`config.mk`:
```
export PLATFORM = sky130hd
export DESIGN_NAME = pioc_core
export DESIGN_NICKNAME = d
export VERILOG_FILES = /design/src/pioc_pkg.sv /design/src/pioc_core.sv
export VERILOG_INCLUDE_DIRS = /design/src /design/src/src
export SDC_FILE = /design/constraint.sdc
export NUM_CORES = 2
export LEC_CHECK = 0
export BUFFER_PORTS_ARGS = -buffer_cell sky130_fd_sc_hd__clkbuf_2
export CORE_MARGIN = 4
export CORE_UTILIZATION = 55
export DETAILED_ROUTE_END_ITERATION = 8
export PLACE_DENSITY = 0.79
export SLEW_MARGIN = 25
export SYNTH_ARGS = -nofsm -noshare
export SYNTH_HDL_FRONTEND = slang
export SYNTH_SLANG_ARGS = --single-unit
```
`constraint.sdc`:
```
create_clock -name core_clk -period 232.7 [get_ports core_clk]
set_input_delay 23.27 -clock core_clk [delete_from_list [all_inputs] [get_ports core_clk]]
set_output_delay 23.27 -clock core_clk [all_outputs]
set_load 0.1 [all_outputs]
```
`src/pioc_regs.svh`:
```
`ifndef PIOC_REGS_SVH
`define PIOC_REGS_SVH

// ----------------------------------------------------------------------------
// Parameter addresses: index, sub-index and size code
// ----------------------------------------------------------------------------
`define PIOC_ADDR_GEAR_NUM 32'h25080110
`define PIOC_ADDR_GEAR_DEN 32'h25080210
`define PIOC_ADDR_FORMAT 32'h25080308
`define PIOC_ADDR_NOISE 32'h25080610
`define PIOC_ADDR_RATE_LIM 32'h25080810
`define PIOC_ADDR_SETTLE 32'h25080910
`define PIOC_ADDR_EN_CTRLW 32'h20200f10
`define PIOC_ADDR_SPEED4 32'h20201820
`define PIOC_ADDR_SPEED5 32'h20201920
`define PIOC_ADDR_SPEED6 32'h20201a20
`define PIOC_ADDR_SPEED7 32'h20201b20
`define PIOC_ADDR_LINK 32'h30450010
`define PIOC_ADDR_GLITCH 32'h30460008
`define PIOC_ADDR_ALARM 32'h30510110
`define PIOC_ADDR_ENC_CMD 32'h26900008
`define PIOC_ADDR_JOG 32'h2ff02310
`define PIOC_ADDR_IN_POL 32'h20100110
`define PIOC_ADDR_OUT_POL 32'h20100d10
`define PIOC_ADDR_FAULT 32'h25080a08

// ----------------------------------------------------------------------------
// Reset values and limits
// ----------------------------------------------------------------------------
`define PIOC_RST_GEAR_NUM 16'h03e8
`define PIOC_RST_GEAR_DEN 16'h03e8
`define PIOC_MAX_GEAR_DEN 16'h7fff
`define PIOC_RST_FORMAT 8'h01
`define PIOC_MAX_FORMAT 8'h02
`define PIOC_RST_NOISE 16'h0003
`define PIOC_MAX_NOISE 16'h00ff
`define PIOC_RST_RATE_LIM 16'h0258
`define PIOC_MAX_RATE_LIM 16'h0bb8
`define PIOC_RST_SETTLE 16'h000a
`define PIOC_RST_EN_CTRLW 16'h002f
`define PIOC_RST_JOG 16'h001e
`define PIOC_RST_GLITCH 8'h04
`define PIOC_MAX_GLITCH 8'h07
`define PIOC_RST_POL 16'hffff

// ----------------------------------------------------------------------------
// Timing
// ----------------------------------------------------------------------------
`define PIOC_CLK_MHZ 20
`define PIOC_CYC_PER_MS 20000
`define PIOC_GLITCH0_NS 125
`define PIOC_GLITCH1_NS 156
`define PIOC_GLITCH2_NS 250
`define PIOC_GLITCH3_NS 313
`define PIOC_GLITCH4_US 1000
`define PIOC_GLITCH5_US 1500
`define PIOC_GLITCH6_US 2000
`define PIOC_GLITCH7_US 4000

`endif

```
`src/pioc_pkg.sv`:
```
package pioc_pkg;

  typedef enum logic [1:0] {
    PIOC_FMT_CW_CCW = 2'b00,
    PIOC_FMT_PULSE_DIR = 2'b01,
    PIOC_FMT_QUAD = 2'b10
  } pioc_format_t;

  typedef enum logic [1:0] {
    PIOC_ENC_NONE = 2'b00,
    PIOC_ENC_CLEAR = 2'b01,
    PIOC_ENC_READ = 2'b10,
    PIOC_ENC_CLEAR_MT = 2'b11
  } pioc_enc_cmd_t;

  typedef struct packed {
    logic wr;
    logic rd;
    logic [31:0] addr;
    logic [31:0] wdata;
  } pioc_req_t;

  typedef struct packed {
    logic valid;
    logic err;
    logic savable;
    logic [31:0] rdata;
  } pioc_rsp_t;

  typedef struct packed {
    logic valid;
    logic [15:0] value;
  } pioc_word_t;

endpackage

```
`src/pioc_core.sv`:
```
// Behaviour
// - Signed gear numerator, default 1000, scales pulses.
// - Divide by positive gear denominator, default 1000.
// - Format 0 CW/CCW, 1 pulse-dir, 2 quadrature.
// - Pulse noise filter strength 0-255, default 3.
// - Compare pulses per ms against limit 600.
// - Target reached after condition held window ms.
// - Enable input loads control word, default 2F.
// - Capture encoder link state during initialisation.
// - Glitch filter 3-bit select, default 4.
// - Read-only encoder alarm word, zero at reset.
// - Encoder command: clear, read, clear with multiturn.
// - Jog velocity default 30, never saved.
// - Input polarity mask, 1 open, resets ones.
// - Output polarity mask, 1 open, resets ones.
`include "pioc_regs.svh"

module pioc_core #(
  parameter int CYC_PER_MS = `PIOC_CYC_PER_MS,
  parameter int ENABLE_BIT = 0
) (
  // Clock, reset and clock enable
  input wire logic core_clk,
  input wire logic rstn,
  input wire logic ce,
  // Parameter access port
  input wire pioc_pkg::pioc_req_t req,
  output pioc_pkg::pioc_rsp_t rsp,
  // Command pulse pins: line a is CW, pulse or A; line b is CCW, direction or B
  input wire logic pulse_a,
  input wire logic pulse_b,
  output logic signed [31:0] position_count,
  output logic rate_fault,
  // Digital inputs and outputs
  input wire logic [15:0] din_raw,
  output logic [15:0] din_active,
  input wire logic [15:0] dout_func,
  output logic [15:0] dout_pin,
  // Drive state
  input wire logic target_cond,
  output logic target_reached,
  output pioc_pkg::pioc_word_t drive_ctrl_word,
  output logic [15:0] jog_velocity,
  // Encoder side
  input wire logic enc_init,
  input wire logic [15:0] enc_state_in,
  input wire pioc_pkg::pioc_word_t enc_alarm_in,
  output logic enc_cmd_valid,
  output pioc_pkg::pioc_enc_cmd_t enc_cmd
);
  import pioc_pkg::*;

  // --------------------------------------------------------------------------
  // Registers
  // --------------------------------------------------------------------------
  logic [15:0] gear_num_reg;
  logic [15:0] gear_den_reg;
  logic [7:0] format_reg;
  logic [15:0] noise_reg;
  logic [15:0] rate_lim_reg;
  logic [15:0] settle_reg;
  logic [15:0] en_ctrlw_reg;
  logic [31:0] speed_reg [4];
  logic [15:0] link_reg;
  logic [7:0] glitch_reg;
  logic [15:0] alarm_reg;
  logic [7:0] enc_cmd_reg;
  logic [15:0] jog_reg;
  logic [15:0] in_pol_reg;
  logic [15:0] out_pol_reg;
  logic fault_reg;

  // --------------------------------------------------------------------------
  // Address decode
  // --------------------------------------------------------------------------
  wire hit_num = req.addr == `PIOC_ADDR_GEAR_NUM;
  wire hit_den = req.addr == `PIOC_ADDR_GEAR_DEN;
  wire hit_fmt = req.addr == `PIOC_ADDR_FORMAT;
  wire hit_noise = req.addr == `PIOC_ADDR_NOISE;
  wire hit_rate = req.addr == `PIOC_ADDR_RATE_LIM;
  wire hit_settle = req.addr == `PIOC_ADDR_SETTLE;
  wire hit_ctrlw = req.addr == `PIOC_ADDR_EN_CTRLW;
  wire hit_link = req.addr == `PIOC_ADDR_LINK;
  wire hit_glitch = req.addr == `PIOC_ADDR_GLITCH;
  wire hit_alarm = req.addr == `PIOC_ADDR_ALARM;
  wire hit_enc = req.addr == `PIOC_ADDR_ENC_CMD;
  wire hit_jog = req.addr == `PIOC_ADDR_JOG;
  wire hit_ipol = req.addr == `PIOC_ADDR_IN_POL;
  wire hit_opol = req.addr == `PIOC_ADDR_OUT_POL;
  wire hit_fault = req.addr == `PIOC_ADDR_FAULT;
  wire [3:0] hit_speed;
  assign hit_speed[0] = req.addr == `PIOC_ADDR_SPEED4;
  assign hit_speed[1] = req.addr == `PIOC_ADDR_SPEED5;
  assign hit_speed[2] = req.addr == `PIOC_ADDR_SPEED6;
  assign hit_speed[3] = req.addr == `PIOC_ADDR_SPEED7;
  wire hit_rw = hit_num | hit_den | hit_fmt | hit_noise | hit_rate | hit_settle | hit_ctrlw
    | hit_glitch | hit_enc | hit_jog | hit_ipol | hit_opol | hit_fault | (|hit_speed);
  wire hit_any = hit_rw | hit_link | hit_alarm;

  // Out-of-range values are refused so the datapath never sees a divide by zero.
  wire den_ok = req.wdata[15:0] != 16'h0000 && req.wdata[15:0] <= `PIOC_MAX_GEAR_DEN;
  wire fmt_ok = req.wdata[7:0] <= `PIOC_MAX_FORMAT;
  wire noise_ok = req.wdata[15:0] <= `PIOC_MAX_NOISE;
  wire rate_ok = req.wdata[15:0] <= `PIOC_MAX_RATE_LIM;
  wire glitch_ok = req.wdata[7:0] <= `PIOC_MAX_GLITCH;
  wire cmd_ok = req.wdata[7:0] <= 8'h03;
  wire wr_bad = (hit_den & ~den_ok) | (hit_fmt & ~fmt_ok) | (hit_noise & ~noise_ok)
    | (hit_rate & ~rate_ok) | (hit_glitch & ~glitch_ok) | (hit_enc & ~cmd_ok);
  wire wr_ok = req.wr & hit_rw & ~wr_bad;
  wire wr_err = req.wr & (~hit_rw | wr_bad);

  logic [31:0] rd_mux;
  always_comb begin
    rd_mux = 32'h0000_0000;
    if (hit_num) rd_mux = {16'h0000, gear_num_reg};
    if (hit_den) rd_mux = {16'h0000, gear_den_reg};
    if (hit_fmt) rd_mux = {24'h00_0000, format_reg};
    if (hit_noise) rd_mux = {16'h0000, noise_reg};
    if (hit_rate) rd_mux = {16'h0000, rate_lim_reg};
    if (hit_settle) rd_mux = {16'h0000, settle_reg};
    if (hit_ctrlw) rd_mux = {16'h0000, en_ctrlw_reg};
    if (hit_link) rd_mux = {16'h0000, link_reg};
    if (hit_glitch) rd_mux = {24'h00_0000, glitch_reg};
    if (hit_alarm) rd_mux = {16'h0000, alarm_reg};
    if (hit_enc) rd_mux = {24'h00_0000, enc_cmd_reg};
    if (hit_jog) rd_mux = {16'h0000, jog_reg};
    if (hit_ipol) rd_mux = {16'h0000, in_pol_reg};
    if (hit_opol) rd_mux = {16'h0000, out_pol_reg};
    if (hit_fault) rd_mux = {31'h0000_0000, fault_reg};
    for (int i = 0; i < 4; i++) begin
      if (hit_speed[i]) rd_mux = speed_reg[i];
    end
  end

  // --------------------------------------------------------------------------
  // Parameter writes and read answers
  // --------------------------------------------------------------------------
  always_ff @(posedge core_clk or negedge rstn) begin
    if (!rstn) begin
      gear_num_reg <= `PIOC_RST_GEAR_NUM;
      gear_den_reg <= `PIOC_RST_GEAR_DEN;
      format_reg <= `PIOC_RST_FORMAT;
      noise_reg <= `PIOC_RST_NOISE;
      rate_lim_reg <= `PIOC_RST_RATE_LIM;
      settle_reg <= `PIOC_RST_SETTLE;
      en_ctrlw_reg <= `PIOC_RST_EN_CTRLW;
      glitch_reg <= `PIOC_RST_GLITCH;
      enc_cmd_reg <= 8'h00;
      jog_reg <= `PIOC_RST_JOG;
      in_pol_reg <= `PIOC_RST_POL;
      out_pol_reg <= `PIOC_RST_POL;
      rsp <= '0;
    end else if (ce) begin
      if (wr_ok && hit_num) gear_num_reg <= req.wdata[15:0];
      if (wr_ok && hit_den) gear_den_reg <= req.wdata[15:0];
      if (wr_ok && hit_fmt) format_reg <= req.wdata[7:0];
      if (wr_ok && hit_noise) noise_reg <= req.wdata[15:0];
      if (wr_ok && hit_rate) rate_lim_reg <= req.wdata[15:0];
      if (wr_ok && hit_settle) settle_reg <= req.wdata[15:0];
      if (wr_ok && hit_ctrlw) en_ctrlw_reg <= req.wdata[15:0];
      if (wr_ok && hit_glitch) glitch_reg <= req.wdata[7:0];
      if (wr_ok && hit_enc) enc_cmd_reg <= req.wdata[7:0];
      if (wr_ok && hit_jog) jog_reg <= req.wdata[15:0];
      if (wr_ok && hit_ipol) in_pol_reg <= req.wdata[15:0];
      if (wr_ok && hit_opol) out_pol_reg <= req.wdata[15:0];
      rsp.valid <= req.rd | req.wr;
      rsp.err <= (req.rd & ~hit_any) | wr_err;
      rsp.rdata <= req.rd ? rd_mux : 32'h0000_0000;
      // Jog speed and the live status words are kept out of a parameter save.
      rsp.savable <= req.rd & hit_any & ~hit_jog & ~hit_enc & ~hit_link & ~hit_alarm
        & ~hit_fault;
    end
  end

  generate
    for (genvar s = 0; s < 4; s++) begin : g_speed
      always_ff @(posedge core_clk or negedge rstn) begin
        if (!rstn) begin
          speed_reg[s] <= 32'h0000_0000;
        end else if (ce && wr_ok && hit_speed[s]) begin
          speed_reg[s] <= req.wdata;
        end
      end
    end
  endgenerate

  // --------------------------------------------------------------------------
  // Millisecond tick
  // --------------------------------------------------------------------------
  logic [16:0] ms_cnt_reg;
  wire ms_tick = ms_cnt_reg == 17'(CYC_PER_MS - 1);
  always_ff @(posedge core_clk or negedge rstn) begin
    if (!rstn) begin
      ms_cnt_reg <= 17'h0_0000;
    end else if (ce) begin
      ms_cnt_reg <= ms_tick ? 17'h0_0000 : ms_cnt_reg + 17'h0_0001;
    end
  end

  // --------------------------------------------------------------------------
  // Glitch filter and noise filter, one per pulse line
  // --------------------------------------------------------------------------
  localparam logic [16:0] GL0 = 17'((`PIOC_GLITCH0_NS * `PIOC_CLK_MHZ + 999) / 1000);
  localparam logic [16:0] GL1 = 17'((`PIOC_GLITCH1_NS * `PIOC_CLK_MHZ + 999) / 1000);
  localparam logic [16:0] GL2 = 17'((`PIOC_GLITCH2_NS * `PIOC_CLK_MHZ + 999) / 1000);
  localparam logic [16:0] GL3 = 17'((`PIOC_GLITCH3_NS * `PIOC_CLK_MHZ + 999) / 1000);
  localparam logic [16:0] GL4 = 17'(`PIOC_GLITCH4_US * CYC_PER_MS / 1000);
  localparam logic [16:0] GL5 = 17'(`PIOC_GLITCH5_US * CYC_PER_MS / 1000);
  localparam logic [16:0] GL6 = 17'(`PIOC_GLITCH6_US * CYC_PER_MS / 1000);
  localparam logic [16:0] GL7 = 17'(`PIOC_GLITCH7_US * CYC_PER_MS / 1000);

  logic [16:0] glitch_len;
  always_comb begin
    unique case (glitch_reg[2:0])
      3'h0: glitch_len = GL0;
      3'h1: glitch_len = GL1;
      3'h2: glitch_len = GL2;
      3'h3: glitch_len = GL3;
      3'h4: glitch_len = GL4;
      3'h5: glitch_len = GL5;
      3'h6: glitch_len = GL6;
      3'h7: glitch_len = GL7;
    endcase
  end

  wire [1:0] line_in = {pulse_b, pulse_a};
  logic [1:0] glitch_out;
  logic [1:0] clean;
  generate
    for (genvar c = 0; c < 2; c++) begin : g_line
      logic [16:0] gcnt_reg;
      logic [7:0] ncnt_reg;
      logic gout_reg;
      logic nout_reg;
      // A change passes only once it has been stable for the selected width.
      wire g_diff = line_in[c] != gout_reg;
      wire g_done = gcnt_reg + 17'h0_0001 >= glitch_len;
      wire n_diff = gout_reg != nout_reg;
      wire n_done = {8'h00, ncnt_reg} >= noise_reg;
      always_ff @(posedge core_clk or negedge rstn) begin
        if (!rstn) begin
          gcnt_reg <= 17'h0_0000;
          gout_reg <= 1'b0;
        end else if (ce) begin
          gcnt_reg <= (g_diff && !g_done) ? gcnt_reg + 17'h0_0001 : 17'h0_0000;
          if (g_diff && g_done) gout_reg <= line_in[c];
        end
      end
      always_ff @(posedge core_clk or negedge rstn) begin
        if (!rstn) begin
          ncnt_reg <= 8'h00;
          nout_reg <= 1'b0;
        end else if (ce) begin
          ncnt_reg <= (n_diff && !n_done) ? ncnt_reg + 8'h01 : 8'h00;
          if (n_diff && n_done) nout_reg <= gout_reg;
        end
      end
      assign glitch_out[c] = gout_reg;
      assign clean[c] = nout_reg;
    end
  endgenerate

  // --------------------------------------------------------------------------
  // Pulse decode
  // --------------------------------------------------------------------------
  logic [1:0] prev_reg;
  wire rise_a = clean[0] & ~prev_reg[0];
  wire rise_b = clean[1] & ~prev_reg[1];
  wire [3:0] quad = {prev_reg[1], prev_reg[0], clean[1], clean[0]};
  wire quad_up = quad == 4'b0001 || quad == 4'b0111 || quad == 4'b1110 || quad == 4'b1000;
  wire quad_dn = quad == 4'b0010 || quad == 4'b1011 || quad == 4'b1101 || quad == 4'b0100;
  logic step_up;
  logic step_dn;
  always_comb begin
    step_up = 1'b0;
    step_dn = 1'b0;
    unique case (pioc_format_t'(format_reg[1:0]))
      PIOC_FMT_CW_CCW: begin
        step_up = rise_a & ~rise_b;
        step_dn = rise_b & ~rise_a;
      end
      PIOC_FMT_PULSE_DIR: begin
        step_up = rise_a & ~clean[1];
        step_dn = rise_a & clean[1];
      end
      PIOC_FMT_QUAD: begin
        step_up = quad_up;
        step_dn = quad_dn;
      end
      default: begin
      end
    endcase
  end

  // --------------------------------------------------------------------------
  // Electronic gear: remainder carried so no count is lost over time
  // --------------------------------------------------------------------------
  logic signed [31:0] rem_reg;
  wire signed [31:0] num_s = 32'(signed'(gear_num_reg));
  wire signed [31:0] den_s = {16'h0000, gear_den_reg};
  wire signed [31:0] gear_sum = rem_reg + (step_up ? num_s : -num_s);
  wire signed [31:0] gear_quo = gear_sum / den_s;
  wire signed [31:0] gear_rem = gear_sum % den_s;
  always_ff @(posedge core_clk or negedge rstn) begin
    if (!rstn) begin
      prev_reg <= 2'b00;
      rem_reg <= 32'sh0;
      position_count <= 32'sh0;
    end else if (ce) begin
      prev_reg <= clean;
      if (step_up || step_dn) begin
        rem_reg <= gear_rem;
        position_count <= position_count + gear_quo;
      end
    end
  end

  // --------------------------------------------------------------------------
  // Pulse rate check
  // --------------------------------------------------------------------------
  logic [15:0] rate_cnt_reg;
  wire rate_over = ms_tick && rate_cnt_reg > rate_lim_reg;
  wire fault_clr = ce && wr_ok && hit_fault && req.wdata[0];
  always_ff @(posedge core_clk or negedge rstn) begin
    if (!rstn) begin
      rate_cnt_reg <= 16'h0000;
      fault_reg <= 1'b0;
      rate_fault <= 1'b0;
    end else if (ce) begin
      if (ms_tick) rate_cnt_reg <= 16'h0000;
      else if ((step_up || step_dn) && rate_cnt_reg != 16'hffff) rate_cnt_reg <= rate_cnt_reg + 16'h0001;
      // A new overrun in the clearing cycle keeps the flag set.
      if (rate_over) fault_reg <= 1'b1;
      else if (fault_clr) fault_reg <= 1'b0;
      rate_fault <= rate_over | (fault_reg & ~fault_clr);
    end
  end

  // --------------------------------------------------------------------------
  // Target reached timer
  // --------------------------------------------------------------------------
  logic [15:0] settle_cnt_reg;
  always_ff @(posedge core_clk or negedge rstn) begin
    if (!rstn) begin
      settle_cnt_reg <= 16'h0000;
      target_reached <= 1'b0;
    end else if (ce) begin
      if (!target_cond) settle_cnt_reg <= 16'h0000;
      else if (ms_tick && settle_cnt_reg != 16'hffff) settle_cnt_reg <= settle_cnt_reg + 16'h0001;
      target_reached <= target_cond && settle_cnt_reg >= settle_reg;
    end
  end

  // --------------------------------------------------------------------------
  // Digital I/O polarity and enable injection
  // --------------------------------------------------------------------------
  wire [15:0] din_now = ~(din_raw ^ in_pol_reg);
  logic en_prev_reg;
  always_ff @(posedge core_clk or negedge rstn) begin
    if (!rstn) begin
      din_active <= 16'h0000;
      dout_pin <= 16'h0000;
      en_prev_reg <= 1'b0;
      drive_ctrl_word <= '0;
      jog_velocity <= `PIOC_RST_JOG;
    end else if (ce) begin
      din_active <= din_now;
      dout_pin <= ~(dout_func ^ out_pol_reg);
      en_prev_reg <= din_now[ENABLE_BIT];
      drive_ctrl_word.valid <= din_now[ENABLE_BIT] & ~en_prev_reg;
      if (din_now[ENABLE_BIT] && !en_prev_reg) drive_ctrl_word.value <= en_ctrlw_reg;
      jog_velocity <= jog_reg;
    end
  end

  // --------------------------------------------------------------------------
  // Encoder state, alarm and maintenance commands
  // --------------------------------------------------------------------------
  wire cmd_wr = ce && wr_ok && hit_enc;
  wire alarm_clr = cmd_wr && (req.wdata[1:0] == 2'h1 || req.wdata[1:0] == 2'h3);
  always_ff @(posedge core_clk or negedge rstn) begin
    if (!rstn) begin
      link_reg <= 16'h0000;
      alarm_reg <= 16'h0000;
      enc_cmd_valid <= 1'b0;
      enc_cmd <= PIOC_ENC_NONE;
    end else if (ce) begin
      if (enc_init) link_reg <= enc_state_in;
      // A fresh alarm report wins over a clear in the same cycle.
      if (enc_alarm_in.valid) alarm_reg <= enc_alarm_in.value;
      else if (alarm_clr) alarm_reg <= 16'h0000;
      enc_cmd_valid <= cmd_wr && req.wdata[1:0] != 2'h0;
      if (cmd_wr) enc_cmd <= pioc_enc_cmd_t'(req.wdata[1:0]);
    end
  end

endmodule

```
* Yosys cells after proc, flatten, opt, wreduce, memory -nomap -nowiden
Memory sizes are Yosys's and may differ from the RTL's.
Index checks and enable logic that the tools add are counted.
** Cells by class
- Add/sub/neg operators :: 10
- Divide/modulo/power cells :: 2
- Order comparisons :: 12
- Eq/ne operators :: 39
- Mux-type cells :: 36
- Bitwise logic cells :: 73
- Reduce and logical (&&, ||, !) cells :: 80
** Operators with widths (count)
- $eq 32x30->1 const B :: 19
- $mux 16 :: 21
- $mux 32 :: 6
- $add 32x32->32 :: 2
- $add 17x1->17 const B :: 3
- $mux 17 :: 3
- $reduce_and 2->1 :: 24
- $logic_and 1x1->1 :: 36
- $ge 17x17->1 :: 2
- $add 16x1->16 const B :: 2
- $div 32x17->32 :: 1
- $ge 8x16->1 :: 2
- $mod 32x17->32 :: 1
- $ne 16x16->1 const B :: 2
- $neg 16->32 :: 1
- $not 16->16 :: 2
- $xor 16x16->16 :: 2
- $and 1x1->1 :: 24
- $or 1x1->1 :: 24
- $not 1->1 :: 21
- $eq 17x15->1 const B :: 1
- $add 8x1->8 const B :: 2
- $eq 4x4->1 const B :: 4
- $ge 16x16->1 :: 1
- 22 further kinds :: 46
** Word-level totals
- Register bits :: 604
- Memory bits (read-only) :: 128
- Bits of input ports :: 138
- Output and inout bits :: 137
- Memories :: 1
** Memory list
- (name not given) :: depth 8, bits a word 16, rd ports 1, clocked after Yosys merged registers in 0, wr ports 0, RTL line pioc_core.sv:214 : unique case (glitch_reg[2:0])

* Longest topological paths before layout
- Word-level depth :: 22
- Mapped depth :: 576
- Depth with buffers taken out :: 525

* Worst setup path after synthesis
OpenSTA, ideal clock, no wires.
- Kind :: reg2reg
- Start :: register gear_num_reg[0]
- End :: register position_count[31]
- Library setup time :: 0.161 ns
- Data arrival time :: 107.121 ns
- Data required time :: 232.539 ns
- Path slack :: 125.417 ns
- Cell stages (with the launch flop) :: 540
- Path buffers :: 54
- Clock period less this slack :: 107.283 ns
- Path through :: dfrtp_1 > inv_1 > ha_1 > nand2_1 > or3_1 > or3_1 > o21ai_1 > nand2_1 > ha_1 > clkbuf_1 > a21oi_1 > o21ai_1 > a2111oi_0 > nand2_1 > o21ai_1 > xor2_1 > clkbuf_1 > clkbuf_1 > (+504 left out) > a21oi_1 > o21bai_1 > a21oi_1 > o21bai_1 > a21oi_1 > o21bai_1 > a21oi_1 > nor2b_1 > o21ai_0 > nand2b_1 > a21o_1 > a21o_1 > a21o_1 > a21oi_1 > xor2_1 > xnor2_1 > nor2_1 > xor2_1
** On the way
- Longest elaborated chain between the ends :: 5
** RTL lines
- start, declared :: RTL line pioc_core.sv:56 : logic [15:0] gear_num_reg;
- start signal, assigned :: RTL line pioc_core.sv:140 : gear_num_reg <= `PIOC_RST_GEAR_NUM;
- start signal, assigned :: RTL line pioc_core.sv:154 : if (wr_ok && hit_num) gear_num_reg <= req.wdata[15:0];
- $neg 16->32 :: RTL line pioc_core.sv:301 : wire signed [31:0] gear_sum = rem_reg + (step_up ? num_s : -num_s);
- $mux 32 (*) :: RTL line pioc_core.sv:301
- $add 32x32->32 (*) :: RTL line pioc_core.sv:301
- $div 32x17->32 (*) :: RTL line pioc_core.sv:302 : wire signed [31:0] gear_quo = gear_sum / den_s;
- $add 32x32->32 (*) :: RTL line pioc_core.sv:313 : position_count <= position_count + gear_quo;
- end signal, assigned :: RTL line pioc_core.sv:313
- end, declared :: RTL line pioc_core.sv:32 : output logic signed [31:0] position_count,
Mark *: on every way between the ends. The rest lies on a longest branch, timed or not.
A chain may end at the register's enable or synchronous reset.

* Worst setup path after layout
Same ends and word-level chain as after synthesis.

==> summary.txt <==
Cells and area
  – Max FFs per register: 128
  – Filler cells: 9,025
  – Post-layout nets: 7,684
  – Area growth from synthesis to layout: 8.98%
  – Fraction of layout cells with a size suffix above 1: 16.5%
  – Reg area: 0.0152 mm^2
  – Area of the multi-input gates: 0.0414 mm^2

Logic synthesis
  – Synthesized flop and latch total: 603
  – Synthesis Warnings: 0
  – Xor/xnor share of the synthesized area: 6.98%
  – Synth Area in Simple Gates: 19.5%
  – Sequential share of the synthesized area: 26.0%
  – Main synth FF type: dfrtp_1
  – Mapped Avg Cell Area: 8.55 um^2
  – Gate Count Post-Synth: 6,826
  – Adder-Cell Fraction of Synth Area: 12.0%
  – Cell Area, Synth: 0.0584 mm^2
  – Yosys cell types: 135
  – Syn_nets: 7,521
  – Mux share of post-synthesis cell area: 9.74%
  – Largest family of logic cells by synthesized area: compound AO/OA/AOI/OAI gates
  – Compound-Gate Fraction of Synth Area: 22.5%
  – Asr flop ratio synth: 100%
  – Number of synthesized flops with an enable pin: 0

Clock network
  – TritonCTS clock tree: built
  – Clk_lat worst skew: 0.67 ns
  – CTS Buf Count: 68
  – H-tree depth: 3
  – Post-CTS Setup Inserts: 0
  – Clock Tree Buf Depth: 3
  – Post-CTS sizing: 0
  – Hold_buf cts: 0
  – CTS root buffer: clkbuf_16
  – Clock sinks: 603
  – Worst-path clk slew: 0.08 ns

Die
  – Die area: 0.111 mm^2
  – Die Y: 334 um
  – Initial Util: 55.4%
  – I/O pins: 275
  – Core Box Area: 0.105 mm^2
  – Chip width: 334 um
  – Std cell rows: 119

Power
  – Power per cell area: 4.05 mW/mm^2
  – Switching part of the total: 28.9%
  – VDD IR max: 0.00649 mV
  – Logic pwr share: 11.9%
  – Leakage: 29.0 nW
  – Pint: 183 uW
  – P_sw: 74.3 uW
  – Sequential power share: 43.4%
  – Clk pwr share: 44.8%

Detailed routing
  – Via density: 6.59
  – # DRC: 0
  – First DRT Iteration DRCs: 5,553
  – DRT Pass-1 Iters: 8
  – WL final: 190,000 um
  – Final ANT Viol Nets: 0
  – Vias: 55,600
  – Wire per inst: 22.5 um

Timing
  – Setup TNS: 0 ns
  – Peak Freq: 0.00826 GHz
  – RSZ-0062 raised after global routing: false
  – Least-Margin Pin Slew: 1.15 ns
  – Slew Viols, Final: 0
  – Final Hold Fails: 0
  – Max-slew headroom: 23.1%
  – Clk_skew: 0.0493 ns
  – Final period utilization: 52.0%
  – Fin Hold WS: 0.466 ns
  – Final setup violation count: 0
  – Min cycle time layout: 121.11 ns

Global routing
  – Vias in the first global route: 53,100
  – Total track usage: 32.5%
  – First-pass GRT wire length: 295,000 um
  – Largest net degree at the start of global routing: 90
  – Initial antenna violation count: 3
  – GRT overflow: 0

Setup path
  – R2R Setup Slk: 111.59 ns
  – Reg2Reg Depth: 513
  – Worst R2R End: position_count[31]$_DFFE_PN0P_
  – Reg-to-Reg Start: gear_num_reg[0]$_DFFE_PN0P_
  – Worst EP required: 233.24 ns
  – CP max-delay cell: a2111oi_2
  – Most used cell, CP: o21a_1
  – CP arrival: 121.65 ns
  – CP Capture Type: flip-flop
  – Crit-path max cell delay: 0.86 ns
  – Crit Path Category: flip-flop to flip-flop
  – Worst-path fanout max: 48
  – CP startpoint kind: flip-flop

Worst hold path
  – WHS Endpoint: ms_cnt_reg[16]$_DFFE_PN0P_
  – Min-Delay Startpoint: ms_cnt_reg[16]$_DFFE_PN0P_
  – Hold Crit Class: flip-flop to flip-flop
  – Hold depth: 1

Placement
  – Placer Congestion: 1.01
  – Port Buffers: 274
  – Post-detail-place hpwl: 144,000 um

Run
  – Max-Cap Viols: 0

Run status
  – Status: completed
## cells by family (layout without fill, tap and decap cells)
logic type / count (synthesis) / in the layout
mux: 511 / 511
fa+ha+maj: 557 / 557
flops: 603 / 603
compound gates: 1912 / 1912
other cells: 0 / 2
simple gates: 2284 / 2284
xor+xnor: 464 / 464
buf+inv: 495 / 713
## Yosys cell counts, drive strengths merged, types with 39 or more instances
library cell	n	share of area, %
a21o	127	1.6
a21oi	396	3.4
a221oi	41	0.65
a22o	45	0.68
a22oi	40	0.54
a31oi	77	0.89
and2	76	0.81
and3	60	0.64
buf	66	0.52
clkbuf	194	1.2
dfrtp	536	23
dfstp	67	3.0
ha	554	12
inv	232	1.5
mux2	444	8.6
mux2i	67	1.2
nand2	601	3.9
nand2b	84	0.90
nand3	165	1.4
nand4	121	1.3
nor2	525	3.4
nor2b	58	0.62
nor3	281	2.5
nor4	58	0.74
o211ai	53	0.69
o21a	213	2.7
o21ai	391	3.4
o21bai	39	0.50
o31ai	127	1.7
or2	89	0.95
or3	60	0.64
xnor2	292	4.4
xor2	172	2.6
## how the worst max path moves through the flow
stage                     slack, ns  cells past startpoint                             end                        start
after floorplan              125.42                    539  position_count[31]$_DFFE_PN0P_  gear_num_reg[0]$_DFFE_PN0P_
after global placement       117.38                    512  position_count[31]$_DFFE_PN0P_  gear_num_reg[0]$_DFFE_PN0P_
after detailed placement     114.07                    513  position_count[31]$_DFFE_PN0P_      prev_reg[0]$_DFFE_PN0P_
after CTS                    113.53                    513  position_count[31]$_DFFE_PN0P_  gear_num_reg[0]$_DFFE_PN0P_
after global routing         102.52                    515  position_count[31]$_DFFE_PN0P_      prev_reg[0]$_DFFE_PN0P_
final                        111.59                    513  position_count[31]$_DFFE_PN0P_  gear_num_reg[0]$_DFFE_PN0P_
## metal layers
layer  vias to the layer above  routed length, um  track usage, %
li1                      25700                  -               -
met2                      2639              87300            53.8
met1                     26700              77300            42.0
met5                         -                 21               0
met3                       526              16300            5.75
met4                         4               8640            13.5
## power by group through the flow
stage | Sequential [mW] | Clock (mW) | Combinational [mW]
after detailed placement | 0.113 | 0 | 0.0300
after floorplan | 0.116 | 0 | 0.0172
after global routing | 0.112 | 0.121 | 0.0333
final | 0.112 | 0.115 | 0.0306
after CTS | 0.112 | 0.116 | 0.0302
after global placement | 0.113 | 0 | 0.0291
## critical path: cells and delay by family (launching register included)
family | cells | cell delay, ns
XOR/XNOR | 5 | 1.23
buffers and inverters | 27 | 6.14
adder cells (fa/ha/maj) | 35 | 10.15
AO/OA/AOI/OAI | 311 | 71.48
multiplexers | 9 | 2.89
flip-flops | 1 | 0.49
AND/OR/NAND/NOR | 126 | 28.27
## through the flow
| stage | utilization (%) | total power, mW | instance area (um^2) | instances | setup WS [ns] |
|---|---|---|---|---|---|
| floorplan | - | 0.133 | 58400 | 6826 | 125.42 |
| global placement | 58.1 | 0.142 | 61100 | 8308 | 117.38 |
| detailed placement | 58.1 | 0.143 | 61100 | 8309 | 114.07 |
| CTS | 60.4 | 0.258 | 63500 | 8434 | 113.53 |
| global route | 60.4 | 0.266 | 63600 | 8435 | 102.52 |
| finish | 60.4 | 0.258 | 63600 | 8437 | 111.59 |
## cell usage in the layout (no fill, tap or decap), types with 213 or more instances in the layout
cell type  count
xnor2_1      290
o21ai_0      337
ha_1         554
o21a_1       213
mux2_2       442
nor2_1       517
dfrtp_1      536
clkbuf_2     272
inv_1        231
a21oi_1      392
nor3_1       276
nand2_1      601
## cell type report
type                            count  share of cell area [%]
Inverter                          235                    1.39
Tap cell                         1391                    2.74
Clock inverter                     24                   0.751
Antenna cell                        2                 0.00787
Sequential cell                   603                    23.9
Timing Repair Buffer              353                    3.16
Multi-Input combinational cell   5728                    65.1
Clock buffer                      101                    3.03
No activity file was read; power rests on OpenSTA's default activity.
